<file path="src/design/udi_pkg.sv">
// Constants, register map and types of the USB device interrupt logic.
// Assumes a 40 MHz CLK and a plain one-cycle register port.
// How it works
// Pending enabled cause drives the interrupt pin to its active level.
// Polarity bit 0 low gives active-low pin, high gives active-high.
// After hardware or software reset the pin is active low.
// Pin stays active while any enabled cause pends, no new edge.
// Firmware may clear then restore the enable mask to force an edge.
// Eight causes, each sets its status bit only when enabled.
// Enable bit n gates status bit n; 1 enables, 0 disables.
// A status bit reads 0 whenever its enable bit is 0.
// Status bits 0..4: setup, EP1, EP2, EP0 receive, EP0 transmit.
// Status bit 5 bus reset, bit 6 suspend, bit 7 EP3.
// Eight stored setup bytes set setup-ready flag bit 0.
// Enabled setup-ready sets status bit 0 same cycle, pin goes active.
// Writing 1 to setup-ready clears flag, status bit and pin.
// After any reset only the setup-ready cause is enabled.
// SE0 held 2.5 us sets bus-reset bit 5; writing 1 clears it.
// Idle 3 ms sets suspend bit 6; resume or bus reset clears it.
// Pin active exactly while any status bit is 1, polarity applied.
package udi_pkg;
  localparam int unsigned ADDR_W = 8;
  localparam int unsigned DATA_W = 8;
  localparam int unsigned NUM_CAUSES = 8;

  localparam logic [7:0] OFS_ENABLE = 8'h00;
  localparam logic [7:0] OFS_STATUS = 8'h01;
  localparam logic [7:0] OFS_PIN_POLARITY_SELECT = 8'h02;
  localparam logic [7:0] OFS_EP0ST  = 8'h03;
  localparam logic [7:0] OFS_DEVST  = 8'h04;
  localparam logic [7:0] OFS_PACKET_READY_FLAGS = 8'h05;
  localparam logic [7:0] OFS_SYSCTL = 8'h06;

  localparam logic [7:0] RST_ENABLE = 8'h01;
  localparam logic       RST_POL    = 1'b0;

  localparam int unsigned BIT_SETUP  = 0;
  localparam int unsigned BIT_EP1    = 1;
  localparam int unsigned BIT_EP2    = 2;
  localparam int unsigned BIT_EP0RX  = 3;
  localparam int unsigned BIT_EP0TX  = 4;
  localparam int unsigned BIT_BUSRST = 5;
  localparam int unsigned BIT_SUSP   = 6;
  localparam int unsigned BIT_EP3    = 7;
  localparam int unsigned BIT_SWRST  = 0;
  localparam int unsigned BIT_POL    = 0;

  localparam int unsigned PR_EP0RX = 0;
  localparam int unsigned PR_EP1RX = 1;
  localparam int unsigned PR_EP2RX = 2;
  localparam int unsigned PR_EP0TX = 4;
  localparam int unsigned PR_EP1TX = 5;
  localparam int unsigned PR_EP2TX = 6;
  localparam int unsigned PR_EP3TX = 7;

  localparam int unsigned CLK_PERIOD_NS = 25;
  localparam int unsigned SE0_MIN_NS    = 2500;
  localparam int unsigned SE0_CYC = (SE0_MIN_NS + CLK_PERIOD_NS - 1) / CLK_PERIOD_NS;
  localparam int unsigned IDLE_MIN_MS   = 3;
  localparam int unsigned IDLE_CYC = (IDLE_MIN_MS * 1000000 + CLK_PERIOD_NS - 1) / CLK_PERIOD_NS;

  typedef struct packed {
    logic [7:0] addr;
    logic [7:0] wdata;
    logic       wr;
    logic       rd;
  } udi_bus_s;
endpackage

</file>
<file path="src/design/udi_top.sv">
// Interrupt logic of a USB full-speed device: cause flags, enable mask,
// status, polarity select and the interrupt request pin.
// Assumes SETUP_DONE, PKT_READY and EP_TX come from same-clock logic;
// SE0_PIN and IDLE_PIN come from the line receiver, asynchronous.
`timescale 1ns/1ps
`default_nettype none
module udi_top #(
  parameter int unsigned IDLE_CYCLES = udi_pkg::IDLE_CYC
) (
  input  wire logic       CLK,
  input  wire logic       RST_N,
  input  wire logic [7:0] ADDR,
  input  wire logic [7:0] WDATA,
  input  wire logic       WR,
  input  wire logic       RD,
  output logic      [7:0] RDATA,
  input  wire logic       SETUP_DONE,
  input  wire logic [7:0] PKT_READY,
  input  wire logic [2:0] EP_TX,
  input  wire logic       SE0_PIN,
  input  wire logic       IDLE_PIN,
  output logic            SOFT_RESET,
  output logic            IRQ_REQUEST_PIN
);
  localparam int unsigned IW = $clog2(IDLE_CYCLES + 1);
  localparam logic [IW-1:0] IDLE_LAST = IW'(IDLE_CYCLES - 1);
  localparam logic [7:0] SE0_LAST = 8'(udi_pkg::SE0_CYC - 1);

  if (IDLE_CYCLES < 2) begin : g_chk
    $error("IDLE_CYCLES must be at least 2");
  end
  // The SE0 counter is eight bits wide and saturates at 8'hff, past the hit
  if (udi_pkg::SE0_CYC < 2 || udi_pkg::SE0_CYC > 254) begin : g_chk_se0
    $error("SE0 cycle count must lie in 2..254");
  end

  // Reset release through two flops
  logic [1:0] rst_sync_q;
  logic       rst_n;
  always_ff @(posedge CLK or negedge RST_N) begin
    if (!RST_N) begin
      rst_sync_q <= 2'h0;
    end else begin
      rst_sync_q <= {rst_sync_q[0], 1'b1};
    end
  end
  assign rst_n = rst_sync_q[1];

  udi_pkg::udi_bus_s bus;
  assign bus = '{addr: ADDR, wdata: WDATA, wr: WR, rd: RD};

  // Pin inputs: three flops, level accepted when stages two and three agree
  logic [2:0] se0_s_q;
  logic [2:0] idle_s_q;
  logic       se0_q;
  logic       idle_q;
  always_ff @(posedge CLK or negedge rst_n) begin
    if (!rst_n) begin
      se0_s_q  <= 3'h0;
      idle_s_q <= 3'h0;
    end else begin
      se0_s_q  <= {se0_s_q[1:0], SE0_PIN};
      idle_s_q <= {idle_s_q[1:0], IDLE_PIN};
    end
  end
  always_ff @(posedge CLK or negedge rst_n) begin
    if (!rst_n) begin
      se0_q  <= 1'b0;
      idle_q <= 1'b0;
    end else begin
      if (se0_s_q[1] == se0_s_q[2]) begin
        se0_q <= se0_s_q[2];
      end
      if (idle_s_q[1] == idle_s_q[2]) begin
        idle_q <= idle_s_q[2];
      end
    end
  end

  // Register decode
  logic wr_en;
  logic wr_pol;
  logic wr_ep0;
  logic wr_dev;
  logic wr_sys;
  logic swrst;
  assign wr_en  = bus.wr && (bus.addr == udi_pkg::OFS_ENABLE);
  assign wr_pol = bus.wr && (bus.addr == udi_pkg::OFS_PIN_POLARITY_SELECT);
  assign wr_ep0 = bus.wr && (bus.addr == udi_pkg::OFS_EP0ST);
  assign wr_dev = bus.wr && (bus.addr == udi_pkg::OFS_DEVST);
  assign wr_sys = bus.wr && (bus.addr == udi_pkg::OFS_SYSCTL);
  assign swrst  = wr_sys && bus.wdata[udi_pkg::BIT_SWRST];

  // Software reset is one cycle late so the write itself completes cleanly
  logic sw_rst_q;
  always_ff @(posedge CLK or negedge rst_n) begin
    if (!rst_n) begin
      sw_rst_q <= 1'b0;
    end else begin
      sw_rst_q <= swrst;
    end
  end
  assign SOFT_RESET = sw_rst_q;

  // Enable mask and polarity
  logic [7:0] enable_q;
  logic       pol_q;
  always_ff @(posedge CLK or negedge rst_n) begin
    if (!rst_n) begin
      enable_q <= udi_pkg::RST_ENABLE;
      pol_q    <= udi_pkg::RST_POL;
    end else if (sw_rst_q) begin
      enable_q <= udi_pkg::RST_ENABLE;
      pol_q    <= udi_pkg::RST_POL;
    end else begin
      if (wr_en) begin
        enable_q <= bus.wdata;
      end
      if (wr_pol) begin
        pol_q <= bus.wdata[udi_pkg::BIT_POL];
      end
    end
  end

  // Setup-ready flag; a new setup beats a clear in the same cycle
  logic setup_q;
  logic setup_clr;
  assign setup_clr = wr_ep0 && bus.wdata[0];
  always_ff @(posedge CLK or negedge rst_n) begin
    if (!rst_n) begin
      setup_q <= 1'b0;
    end else if (sw_rst_q) begin
      setup_q <= 1'b0;
    end else if (SETUP_DONE) begin
      setup_q <= 1'b1;
    end else if (setup_clr) begin
      setup_q <= 1'b0;
    end
  end

  // Bus reset: SE0 held for the minimum time raises one event
  logic [7:0] se0_cnt_q;
  logic       busrst_q;
  logic       se0_hit;
  logic       busrst_clr;
  assign se0_hit    = se0_q && (se0_cnt_q == SE0_LAST);
  assign busrst_clr = wr_dev && bus.wdata[udi_pkg::BIT_BUSRST];
  always_ff @(posedge CLK or negedge rst_n) begin
    if (!rst_n) begin
      se0_cnt_q <= 8'h00;
    end else if (!se0_q || sw_rst_q) begin
      se0_cnt_q <= 8'h00;
    end else if (se0_cnt_q != 8'hff) begin
      se0_cnt_q <= se0_cnt_q + 8'h01;
    end
  end
  always_ff @(posedge CLK or negedge rst_n) begin
    if (!rst_n) begin
      busrst_q <= 1'b0;
    end else if (sw_rst_q) begin
      busrst_q <= 1'b0;
    end else if (se0_hit) begin
      busrst_q <= 1'b1;
    end else if (busrst_clr) begin
      busrst_q <= 1'b0;
    end
  end

  // Suspend: idle count saturates so the event fires once per idle period
  logic [IW-1:0] idle_cnt_q;
  logic          susp_q;
  logic          idle_hit;
  logic          resume;
  logic          idle_prev_q;
  assign idle_hit = idle_q && (idle_cnt_q == IDLE_LAST);
  assign resume   = idle_prev_q && !idle_q;
  always_ff @(posedge CLK or negedge rst_n) begin
    if (!rst_n) begin
      idle_cnt_q  <= '0;
      idle_prev_q <= 1'b0;
    end else begin
      idle_prev_q <= idle_q;
      if (!idle_q || sw_rst_q) begin
        idle_cnt_q <= '0;
      end else if (idle_cnt_q != IDLE_LAST + IW'(1)) begin
        idle_cnt_q <= idle_cnt_q + IW'(1);
      end
    end
  end
  always_ff @(posedge CLK or negedge rst_n) begin
    if (!rst_n) begin
      susp_q <= 1'b0;
    end else if (sw_rst_q) begin
      susp_q <= 1'b0;
    end else if (idle_hit) begin
      susp_q <= 1'b1;
    end else if (resume || se0_hit) begin
      susp_q <= 1'b0;
    end
  end

  // Cause vector in status bit order
  logic [7:0] cause;
  logic       ep1_c;
  logic       ep2_c;
  logic       ep3_c;
  assign ep1_c = EP_TX[0] ? !PKT_READY[udi_pkg::PR_EP1TX] : PKT_READY[udi_pkg::PR_EP1RX];
  assign ep2_c = EP_TX[1] ? !PKT_READY[udi_pkg::PR_EP2TX] : PKT_READY[udi_pkg::PR_EP2RX];
  assign ep3_c = EP_TX[2] && !PKT_READY[udi_pkg::PR_EP3TX];
  assign cause = {ep3_c, susp_q, busrst_q,
                  !PKT_READY[udi_pkg::PR_EP0TX], PKT_READY[udi_pkg::PR_EP0RX],
                  ep2_c, ep1_c, setup_q};

  // Status is the gated cause, so a disabled bit can never read 1
  logic [7:0] status;
  logic       pending;
  assign status  = cause & enable_q;
  assign pending = |status;

  // Level output, held while anything pends; edges need the mask toggle
  logic irq_q;
  always_ff @(posedge CLK or negedge rst_n) begin
    if (!rst_n) begin
      irq_q <= 1'b1;
    end else if (sw_rst_q) begin
      irq_q <= 1'b1;
    end else begin
      irq_q <= pol_q ? pending : !pending;
    end
  end
  assign IRQ_REQUEST_PIN = irq_q;

  // Read mux; unmapped addresses read zero
  logic [7:0] rd_mux;
  logic [7:0] dev_view;
  assign dev_view = {1'b0, susp_q, busrst_q, 5'h00};
  assign rd_mux = (bus.addr == udi_pkg::OFS_ENABLE) ? enable_q :
                  (bus.addr == udi_pkg::OFS_STATUS) ? status :
                  (bus.addr == udi_pkg::OFS_PIN_POLARITY_SELECT) ? {7'h00, pol_q} :
                  (bus.addr == udi_pkg::OFS_EP0ST)  ? {7'h00, setup_q} :
                  (bus.addr == udi_pkg::OFS_DEVST)  ? dev_view :
                  (bus.addr == udi_pkg::OFS_PACKET_READY_FLAGS) ? PKT_READY :
                  8'h00;

  logic [7:0] rdata_q;
  always_ff @(posedge CLK or negedge rst_n) begin
    if (!rst_n) begin
      rdata_q <= 8'h00;
    end else begin
      rdata_q <= bus.rd ? rd_mux : 8'h00;
    end
  end
  assign RDATA = rdata_q;
endmodule
`default_nettype wire

</file>
<file path="config.mk">
export PLATFORM = sky130hd
export DESIGN_NAME = udi_top
export DESIGN_NICKNAME = d
export VERILOG_FILES = /design/src/design/udi_pkg.sv /design/src/design/udi_top.sv
export SDC_FILE = /design/constraint.sdc
export NUM_CORES = 1
export LEC_CHECK = 0
export ABC_CLOCK_PERIOD_IN_PS = 2100
export BUFFER_PORTS_ARGS = -buffer_cell sky130_fd_sc_hd__buf_2
export CORE_UTILIZATION = 56
export DETAILED_ROUTE_END_ITERATION = 6
export GPL_ROUTABILITY_DRIVEN = 0
export GPL_TIMING_DRIVEN = 0
export PLACE_DENSITY_LB_ADDON = 0.2
export RECOVER_POWER = 25
export SYNTH_ARGS = -nofsm -noshare
export SYNTH_HDL_FRONTEND = slang
export SYNTH_SLANG_ARGS = --single-unit
</file>
<file path="constraint.sdc">
create_clock -name CLK -period 2.1 [get_ports CLK]
set_input_delay 0.105 -clock CLK [delete_from_list [all_inputs] [get_ports CLK]]
set_output_delay 0.105 -clock CLK [all_outputs]
set_load 0.05 [all_outputs]
</file>
## Yosys cells after proc, flatten, opt, wreduce, memory -nomap -nowiden

Cells that the tools add are included.

| word-level totals | value |
|---|---|
| latch bits | 0 |
| memories kept | 0 |
| bits of input ports | 34 |
| register bits after elaboration | 58 |
| memory bits (writable) | 0 |
| ROM bits | 0 |
| logic and storage cells | 90 |
| output and inout port bits | 10 |

| cells by class | value |
|---|---|
| multipliers | 0 |
| bitwise operators | 1 |
| divide/modulo/power cells | 0 |
| $lt $le $gt $ge | 0 |
| shift-type cells | 0 |
| $add $sub $neg | 2 |
| reductions and logical operators | 31 |
| muxes and demuxes | 28 |
| equal/unequal tests | 12 |

Operator list:

| operator | number |
|---|---|
| $mux 8 | 11 |
| $mux 17 | 2 |
| $eq 8x3->1 const B | 3 |
| $add 17x1->17 const B | 1 |
| $eq 17x17->1 const B | 1 |
| $ne 17x17->1 const B | 1 |
| $eq 8x2->1 const B | 2 |
| $mux 1 | 15 |
| $logic_and 1x1->1 | 12 |
| $reduce_bool 3->1 | 3 |
| $add 8x1->8 const B | 1 |
| $and 8x8->8 | 1 |
| $eq 8x1->1 const B | 1 |
| $eq 8x7->1 const B | 1 |
| $logic_not 8->1 | 1 |
| $ne 8x8->1 const B | 1 |
| $reduce_bool 2->1 | 4 |
| $reduce_or 8->1 | 1 |
| $logic_not 1->1 | 7 |
| $logic_or 1x1->1 | 3 |
| $eq 1x1->1 | 2 |

## Logic depth before layout (Yosys ltp)

Gate-level depths: netlist (run 1).

| depth | value |
|---|---|
| depth in word-level cells | 8 |
| mapped depth | 5 |
| mapped depth without buffers | 5 |

## Worst setup path before layout (run 1)

Ideal clock, no wire load.

| path | value |
|---|---|
| kind | reg-to-reg |
| start point | register se0_cnt_q[2] |
| end point | register susp_q |
| path slack | 0.449 ns |
| data required time | 1.961 ns |
| arrival time | 1.512 ns |
| period minus slack after synthesis | 1.651 ns |
| setup time | 0.139 ns |
| stages on the path, launching flop included | 5 |
| buffers on the path | 0 |
| cell sequence | dfrtp_1 > or4b_1 > or4b_1 > nand2_1 > a221oi_1 |

| on the way | value |
|---|---|
| word-level cells in the longest chain between the ends | 4 |

Ends and longest elaborated chain:

| element | line | RTL |
|---|---|---|
| start, declared | udi_top.sv:142 | `logic [7:0] se0_cnt_q;` |
| start signal, assigned | udi_top.sv:154 | `se0_cnt_q <= se0_cnt_q + 8'h01;` |
| $eq 8x7->1 | udi_top.sv:146 | `assign se0_hit = se0_q && (se0_cnt_q == SE0_LAST);` |
| $logic_and 1x1->1 | udi_top.sv:146 |  |
| $logic_or 1x1->1 | udi_top.sv:197 | `end else if (resume \|\| se0_hit) begin` |
| $reduce_bool 3->1 (no source line) | n/a |  |
| end signal, assigned | udi_top.sv:194 | `susp_q <= 1'b0;` |
| end signal, assigned | udi_top.sv:196 | `susp_q <= 1'b1;` |
| end signal, assigned | udi_top.sv:198 | `susp_q <= 1'b0;` |
| end, declared | udi_top.sv:171 | `logic susp_q;` |

No other way between the ends.
A chain may end at the register's enable or synchronous reset.

## Final worst setup path (run 1)

Ends and elaborated chain as after synthesis.

==> reports/results.tsv, run 1 <==
metric	value	unit
Synth area leaders	dfrtp_1 (50%), mux2i_1 (5.4%), nor2_1 (4.8%)	
Peak VDD IR	564	uV
most utilized layer in the global route result	met2	
simple-gate portion of the synthesized area	24.8	%
syn_nets	315	
final setup vio count	0	
slowest stage cell, crit path	or4b_1	
fraction of synthesized area in multiplexers	5.37	%
met2 Usage GRT	37.3	%
clk buf depth	2	
top cell type's share of synthesized area	50.1	%
initial antenna violation count	0	
Slew Viols, Final	0	
cell type with the highest aggregate area in the netlist	dfrtp_1	
Rel. slew slack	30.0	%
Area Growth Syn to Fin	19.0	%
CTS tree	built	
largest net degree at the start of global routing	32	
synth unique cells	47	
most used cell, CP	or4b_1	
Avg Inst Size Synth	10.1	sq um
post-CTS sizing	0	
Final TNS setup	0	ns
Worst-Margin Slew	1.05	ns
fmax	570	MHz
fin crit period	1.75	ns
via count	2268	
asr flop ratio synth	100	%
Synth Area in XOR/XNOR	3.76	%
count leader, synth	dfrtp_1	
post-CTS setup buffers	0	
endpoints failing hold	0	
GRT met3 Usage	6.63	%
Critical Path AT	1.95	ns
outcome	completed	
# DRC	0	
placed instance count	387	
layout net count	372	
Reg2Reg Setup Slack	0.35	ns
critical path data required time	2.30	ns
top cells by count, synth	dfrtp_1 (56), nor2_1 (36), nand2_1 (20), a21oi_1 (16)	
Pleak	0.00156	uW
crit path cell chain	or4b_1 -> or4b_1 -> nand2_1 -> a221oi_1	
unrepaired setup endpoints after global routing	false	
clk sinks	58	
drt wl/cell	14.2	um
total clock buffers created by CTS	9	
Compound-Gate Fraction of Synth Area	9.66	%
CP Class	reg2reg	
num rows	25	
largest family of logic cells by synthesized area	simple AND/OR/NAND/NOR gates	
drt pass-1 iters	4	
Startpoint Class	flop	
Antenna diodes	0	
Total GRT Usage	24.5	%
vias in the first global route	2171	
crit-path max cell delay	0.51	ns
port buffer count	41	
area used by multi-input combinational logic	1280	sq um
post-synthesis sequential area ratio	52.0	%
Post-synth EDFFs	0	
PD cells	710	nW/um^2
Die X	72.7	um
Hold Path Class	in2reg	
Routed WL	5770	um
Main synth FF type	dfrtp_1	
share of cells above drive strength 1	18.2	%
Layout fillers	379	
Worst-Skew Late Latency	0.33	ns
clock slew at reported path FFs	0.06	ns
adder-cell share of the synthesized area	2.06	%
GRT met1 Usage	33.0	%
Initial Utilization	58.8	%
Die ar.	5280	sq um
clock root cell	clkbuf_8	
Worst setup EP type	flop	
Yosys warnings	0	
dpl hpwl	4120	um
H-tree lvl count	3	
vias per cell	5.57	
die span in y	72.7	um
Yosys reg bits	58	
clock skew	0.00632	ns
fin crit share	83.6	%
initial detailed-routing violation count	165	
sequential cell area	1450	sq um
final cell count without fillers	407	
Routed Antenna Nets	0	
synthesized area	2800	sq um
global-route wire length before repair	9680	um
number of primary I/O pins	44	
grt ovf	0	
max_cap viols	0	
core footprint	4750	sq um
critical-path maximum fanout	7	
cell count after synthesis	278	
-- report_power, final --
group	internal, uW	total (uW)	switching [uW]
combinational	90.2	213	123
clock	522	936	415
sequential	1160	1210	50.0
total	1770	2360	587
-- registers in the layout, indices dropped and copies added, names as in the netlist, 2 cells and up --
register,cells
rst_sync_q,2
se0_cnt_q,8
RDATA,8
idle_s_q,3
se0_s_q,3
enable_q,8
idle_cnt_q,17
-- final timing paths --
kind / from / depth (start not counted) / to
max in group asynchronous: rst_sync_q[1] / 1 / setup_q
max reg2reg: se0_cnt_q[2] / 4 / susp_q
max: se0_cnt_q[2] / 4 / susp_q
min reg2reg: rst_sync_q[0] / 0 / rst_sync_q[1]
min in group asynchronous: RST_N / 2 / rst_sync_q[1]
min: WDATA[3] / 3 / enable_q[3]
-- per-stage QoR --
stage / utilization, % / instance area [sq um] / setup slack, ns / hold slack (ns) / power, uW
floorplan: - / 2800 / 0.369 / -0.191 / 1350
global placement: 64.9 / 3090 / -0.242 / -0.110 / 1430
detailed placement: 65.4 / 3110 / 0.359 / -0.109 / 1440
CTS: 70.1 / 3330 / 0.350 / 0.00695 / 2380
global route: 70.0 / 3330 / 0.318 / 0.0355 / 2460
finish: 70.0 / 3330 / 0.345 / 0.0195 / 2360
-- logic make-up (layout without fill, tap and decap cells) --
logic type / after synthesis / in the layout
and+or+nand+nor: 128 / 128
DFF: 58 / 58
AOI/OAI and AO/OA: 42 / 42
buffers and inverters: 17 / 79
muxes: 15 / 15
xor gates and xnor gates: 12 / 12
adders and majority gates: 5 / 5
other: 1 / 1
-- cell type report --
class,count,share of cell area (%)
Tap cell,67,2.52
Timing Repair Buffer,46,7.93
Inverter,9,1.02
Buffer,8,0.902
Sequential cell,58,43.7
Clock inverter,2,0.301
Multi-Input combinational cell,203,38.5
Clock buffer,14,5.19
-- critical path, delay by kind of cell, from the launching register on --
family	cells	cell delay [ns]
simple gates	3	1.11
compound gates	1	0.07
flops	1	0.44
-- layer usage --
layer / vias up / wire, um
met5: - / 0
met4: 0 / 97
met3: 11 / 273
met2: 58 / 2670
met1: 1084 / 2730
li1: 1115 / -
-- timing repair --
| item | 4_1_cts | 5_1_grt |
|---|---|---|
| setup endpoints to repair | 0 | 0 |
| hold buffers | 4 | 0 |
| hold endpoints to repair | 5 | 0 |
-- cells in the final DEF, fill, tap and decap left out, types with 3 or more instances in the layout --
master          n
dfrtp_1        56
buf_2          40
nor2_1         36
nand2_1        20
a21oi_1        16
mux2i_1        15
nand3_1        15
clkbuf_8       12
clkbuf_1       11
inv_1           9
nor3_1          9
nand4_1         9
nand2b_1        8
xnor2_1         6
xor2_1          6
nor2b_1         5
a211oi_1        5
nor4_1          5
o22ai_1         4
dlygate4sd3_1   4
nand3b_1        3
nor3b_1         3
ha_1            3
Note: power is estimated with default switching activity, not from simulation.
==> inputs of run 2 (changes only) <==
--- a/config.mk
+++ b/config.mk
@@ -5,9 +5,9 @@
 export SDC_FILE = /design/constraint.sdc
 export NUM_CORES = 1
 export LEC_CHECK = 0
-export ABC_CLOCK_PERIOD_IN_PS = 2100
+export ABC_CLOCK_PERIOD_IN_PS = 1600
 export BUFFER_PORTS_ARGS = -buffer_cell sky130_fd_sc_hd__buf_2
-export CORE_UTILIZATION = 56
+export CORE_UTILIZATION = 51
 export DETAILED_ROUTE_END_ITERATION = 6
 export GPL_ROUTABILITY_DRIVEN = 0
 export GPL_TIMING_DRIVEN = 0
==> constraint.sdc (replaced) <==
create_clock -name CLK -period 1.6 [get_ports CLK]
set_input_delay 0.08 -clock CLK [delete_from_list [all_inputs] [get_ports CLK]]
set_output_delay 0.08 -clock CLK [all_outputs]
set_load 0.05 [all_outputs]
==> run 2 against run 1 <==
Effect of this change:
- the run now ends with negative setup slack left
- first-iteration DRC count fell by 4.8%
- routed wire length up 4.9%
- worst hold slack lost 0.0025 ns
- via count up 3.4%
- cell count up 3.2%
- design area up 3.6%
- utilization down 3.7 points
- critical path depth unchanged
- clock skew up 0.00060 ns
==> reports/results.tsv, run 2 (same netlist as run 1, synthesis figures left out) <==
metric	value	unit	change
outcome	finished, violations left		
violated checks	negative setup slack		
Slew Viols, Final	0		unchanged
clock slew at reported path FFs	0.06	ns	about the same
drt wl/cell	14.4	um	+1.6%
fin crit period	1.70	ns	-0.0566 ns
Initial Utilization	53.7	%	-5.1 points
max reg flops	17		unchanged
PD cells	891	nW/um^2	+26%
Pleak	0.00158	uW	+0.83%
drt pass-1 iters	5		+1
Critical Path AT	1.90	ns	-0.05 ns
Die X	76.1	um	+4.7%
clock skew	0.00692	ns	+0.000604 ns
vias in the first global route	2288		+5.4%
Worst-Skew Late Latency	0.33	ns	about the same
fmax	589	MHz	+3.3%
dpl ws	-0.177	ns	-0.536 ns
Startpoint Class	flop		
grt ovf	0		unchanged
endpoints failing hold	0		unchanged
# DRC	0		unchanged
dpl hpwl	4080	um	-1.1%
Final TNS setup	-0.148	ns	-0.148 ns
clock root cell	clkbuf_8		
CP Class	reg2reg		
critical path data required time	1.81	ns	-0.49 ns
clk buf depth	2		unchanged
clk sinks	58		unchanged
vias per cell	5.58		+0.15%
Worst setup EP type	flop		
setup ws final	-0.0983	ns	-0.443 ns
Most flops, register	idle_cnt_q		
commonest non-fill, non-tap cell in the layout	dfrtp_1		
Area Growth Syn to Fin	23.3	%	
most frequent cells in the layout	dfrtp_1 (53), nor2_1 (35), buf_2 (30), clkbuf_1 (19), nand2_1 (19)		
Total GRT Usage	23.2	%	-1.3 points
initial detailed-routing violation count	157		-4.8%
Final Power	3070	uW	+30%
Die ar.	5790	sq um	+9.5%
CTS tree	built		
placed instance count	389		+0.52%
Routed WL	6050	um	+4.9%
global-route wire length before repair	10500	um	+8.1%
number of primary I/O pins	44		unchanged
via count	2344		+3.4%
total clock buffers created by CTS	9		unchanged
share of cells above drive strength 1	20.6	%	+2.3 points
initial antenna violation count	0		unchanged
Worst-Margin Slew	1.17	ns	+0.116 ns
layout net count	382		+2.7%
final setup vio count	2		+2
fin crit share	106	%	+23 points
Peak VDD IR	696	uV	+23%
port buffer count	41		unchanged
num rows	26		+4.0%
die span in y	76.1	um	+4.7%
max_cap viols	0		unchanged
H-tree lvl count	3		unchanged
Hold Path Class	in2reg		
Antenna diodes	0		unchanged
unrepaired setup endpoints after global routing	true		
Routed Antenna Nets	0		unchanged
final cell count without fillers	420		+3.2%
largest net degree at the start of global routing	57		+78%
core footprint	5200	sq um	+9.5%
Rel. slew slack	22.3	%	-7.7 points
critical-path maximum fanout	2		-5
smallest hold slack	0.0170	ns	-0.00253 ns
run 2: changes by cell type in the layout (fill, tap and decap cells not counted), moves of 3 or more:
cell / previous run / this run
clkbuf_1: 11 / 19
dfrtp_2: 0 / 3
buf_4: 0 / 6
dfrtp_1: 56 / 53
dlygate4sd3_1: 4 / 10
buf_2: 40 / 30
run 2: cell type report:
| class | instances | area, sq um |
|---|---|---|
| buffer | 7 | 27.5 |
| timing repair buffer | 57 | 337 |
| tap | 70 | 87.6 |
| sequential | 58 | 1460 |
| clock buffer | 13 | 159 |
| multi-input combinational | 203 | 1330 |
| fill | 434 | 1760 |
| inverter | 9 | 33.8 |
| clock inverter | 3 | 15.0 |
run 2: report_power, final:
part | switching, uW | total, uW | leakage [uW] | internal [uW]
clock | 537 | 1180 | 0.0000932 | 639
sequential | 75.6 | 1600 | 0.000757 | 1530
combinational | 161 | 297 | 0.000726 | 136
total | 773 | 3070 | 0.00158 | 2300
run 2: routing by layer:
layer	vias up	part of all wire [%]	track usage, %	routed length, um
met5	-	0	0	0
met4	0	1.8	12.1	106
met3	11	4.7	5.27	283
met2	63	47	36.4	2850
met1	1135	46	30.1	2810
li1	1135	-	-	-
run 2: metrics by stage:
step / instance area (sq um) / util (%)
final: 3450 / 66.3
after global placement: 3090 / 59.4
after CTS: 3400 / 65.4
after floorplan: 2800 / -
after detailed placement: 3090 / 59.4
after global routing: 3450 / 66.3
run 2: critical path: stages, from the launching register on:
cell      delay, ns
dfrtp_2        0.40
or4b_4         0.52
or4b_4         0.50
nand2_2        0.09
a221oi_2       0.05
run 2: what timing repair did:
item | in CTS | in global routing
resized for setup | 5 | 10
hold buffers | 10 | 0
endpoints found under the setup margin | 16 | 17
endpoints found under the hold margin | 11 | 0
buffers inserted | 3 | 3
pin swaps | 1 | 5
run 2: final timing paths:
kind,from,endpoint,slack (ns),cells after the start
max in group asynchronous,rst_sync_q[1],idle_cnt_q[11],0.30,0
max reg2reg,se0_cnt_q[2],susp_q,-0.1,4
max,se0_cnt_q[2],susp_q,-0.1,4
min reg2reg,se0_s_q[0],se0_s_q[1],0.35,0
min,WDATA[5],enable_q[5],0.02,3
min in group asynchronous,RST_N,rst_sync_q[0],0.06,2
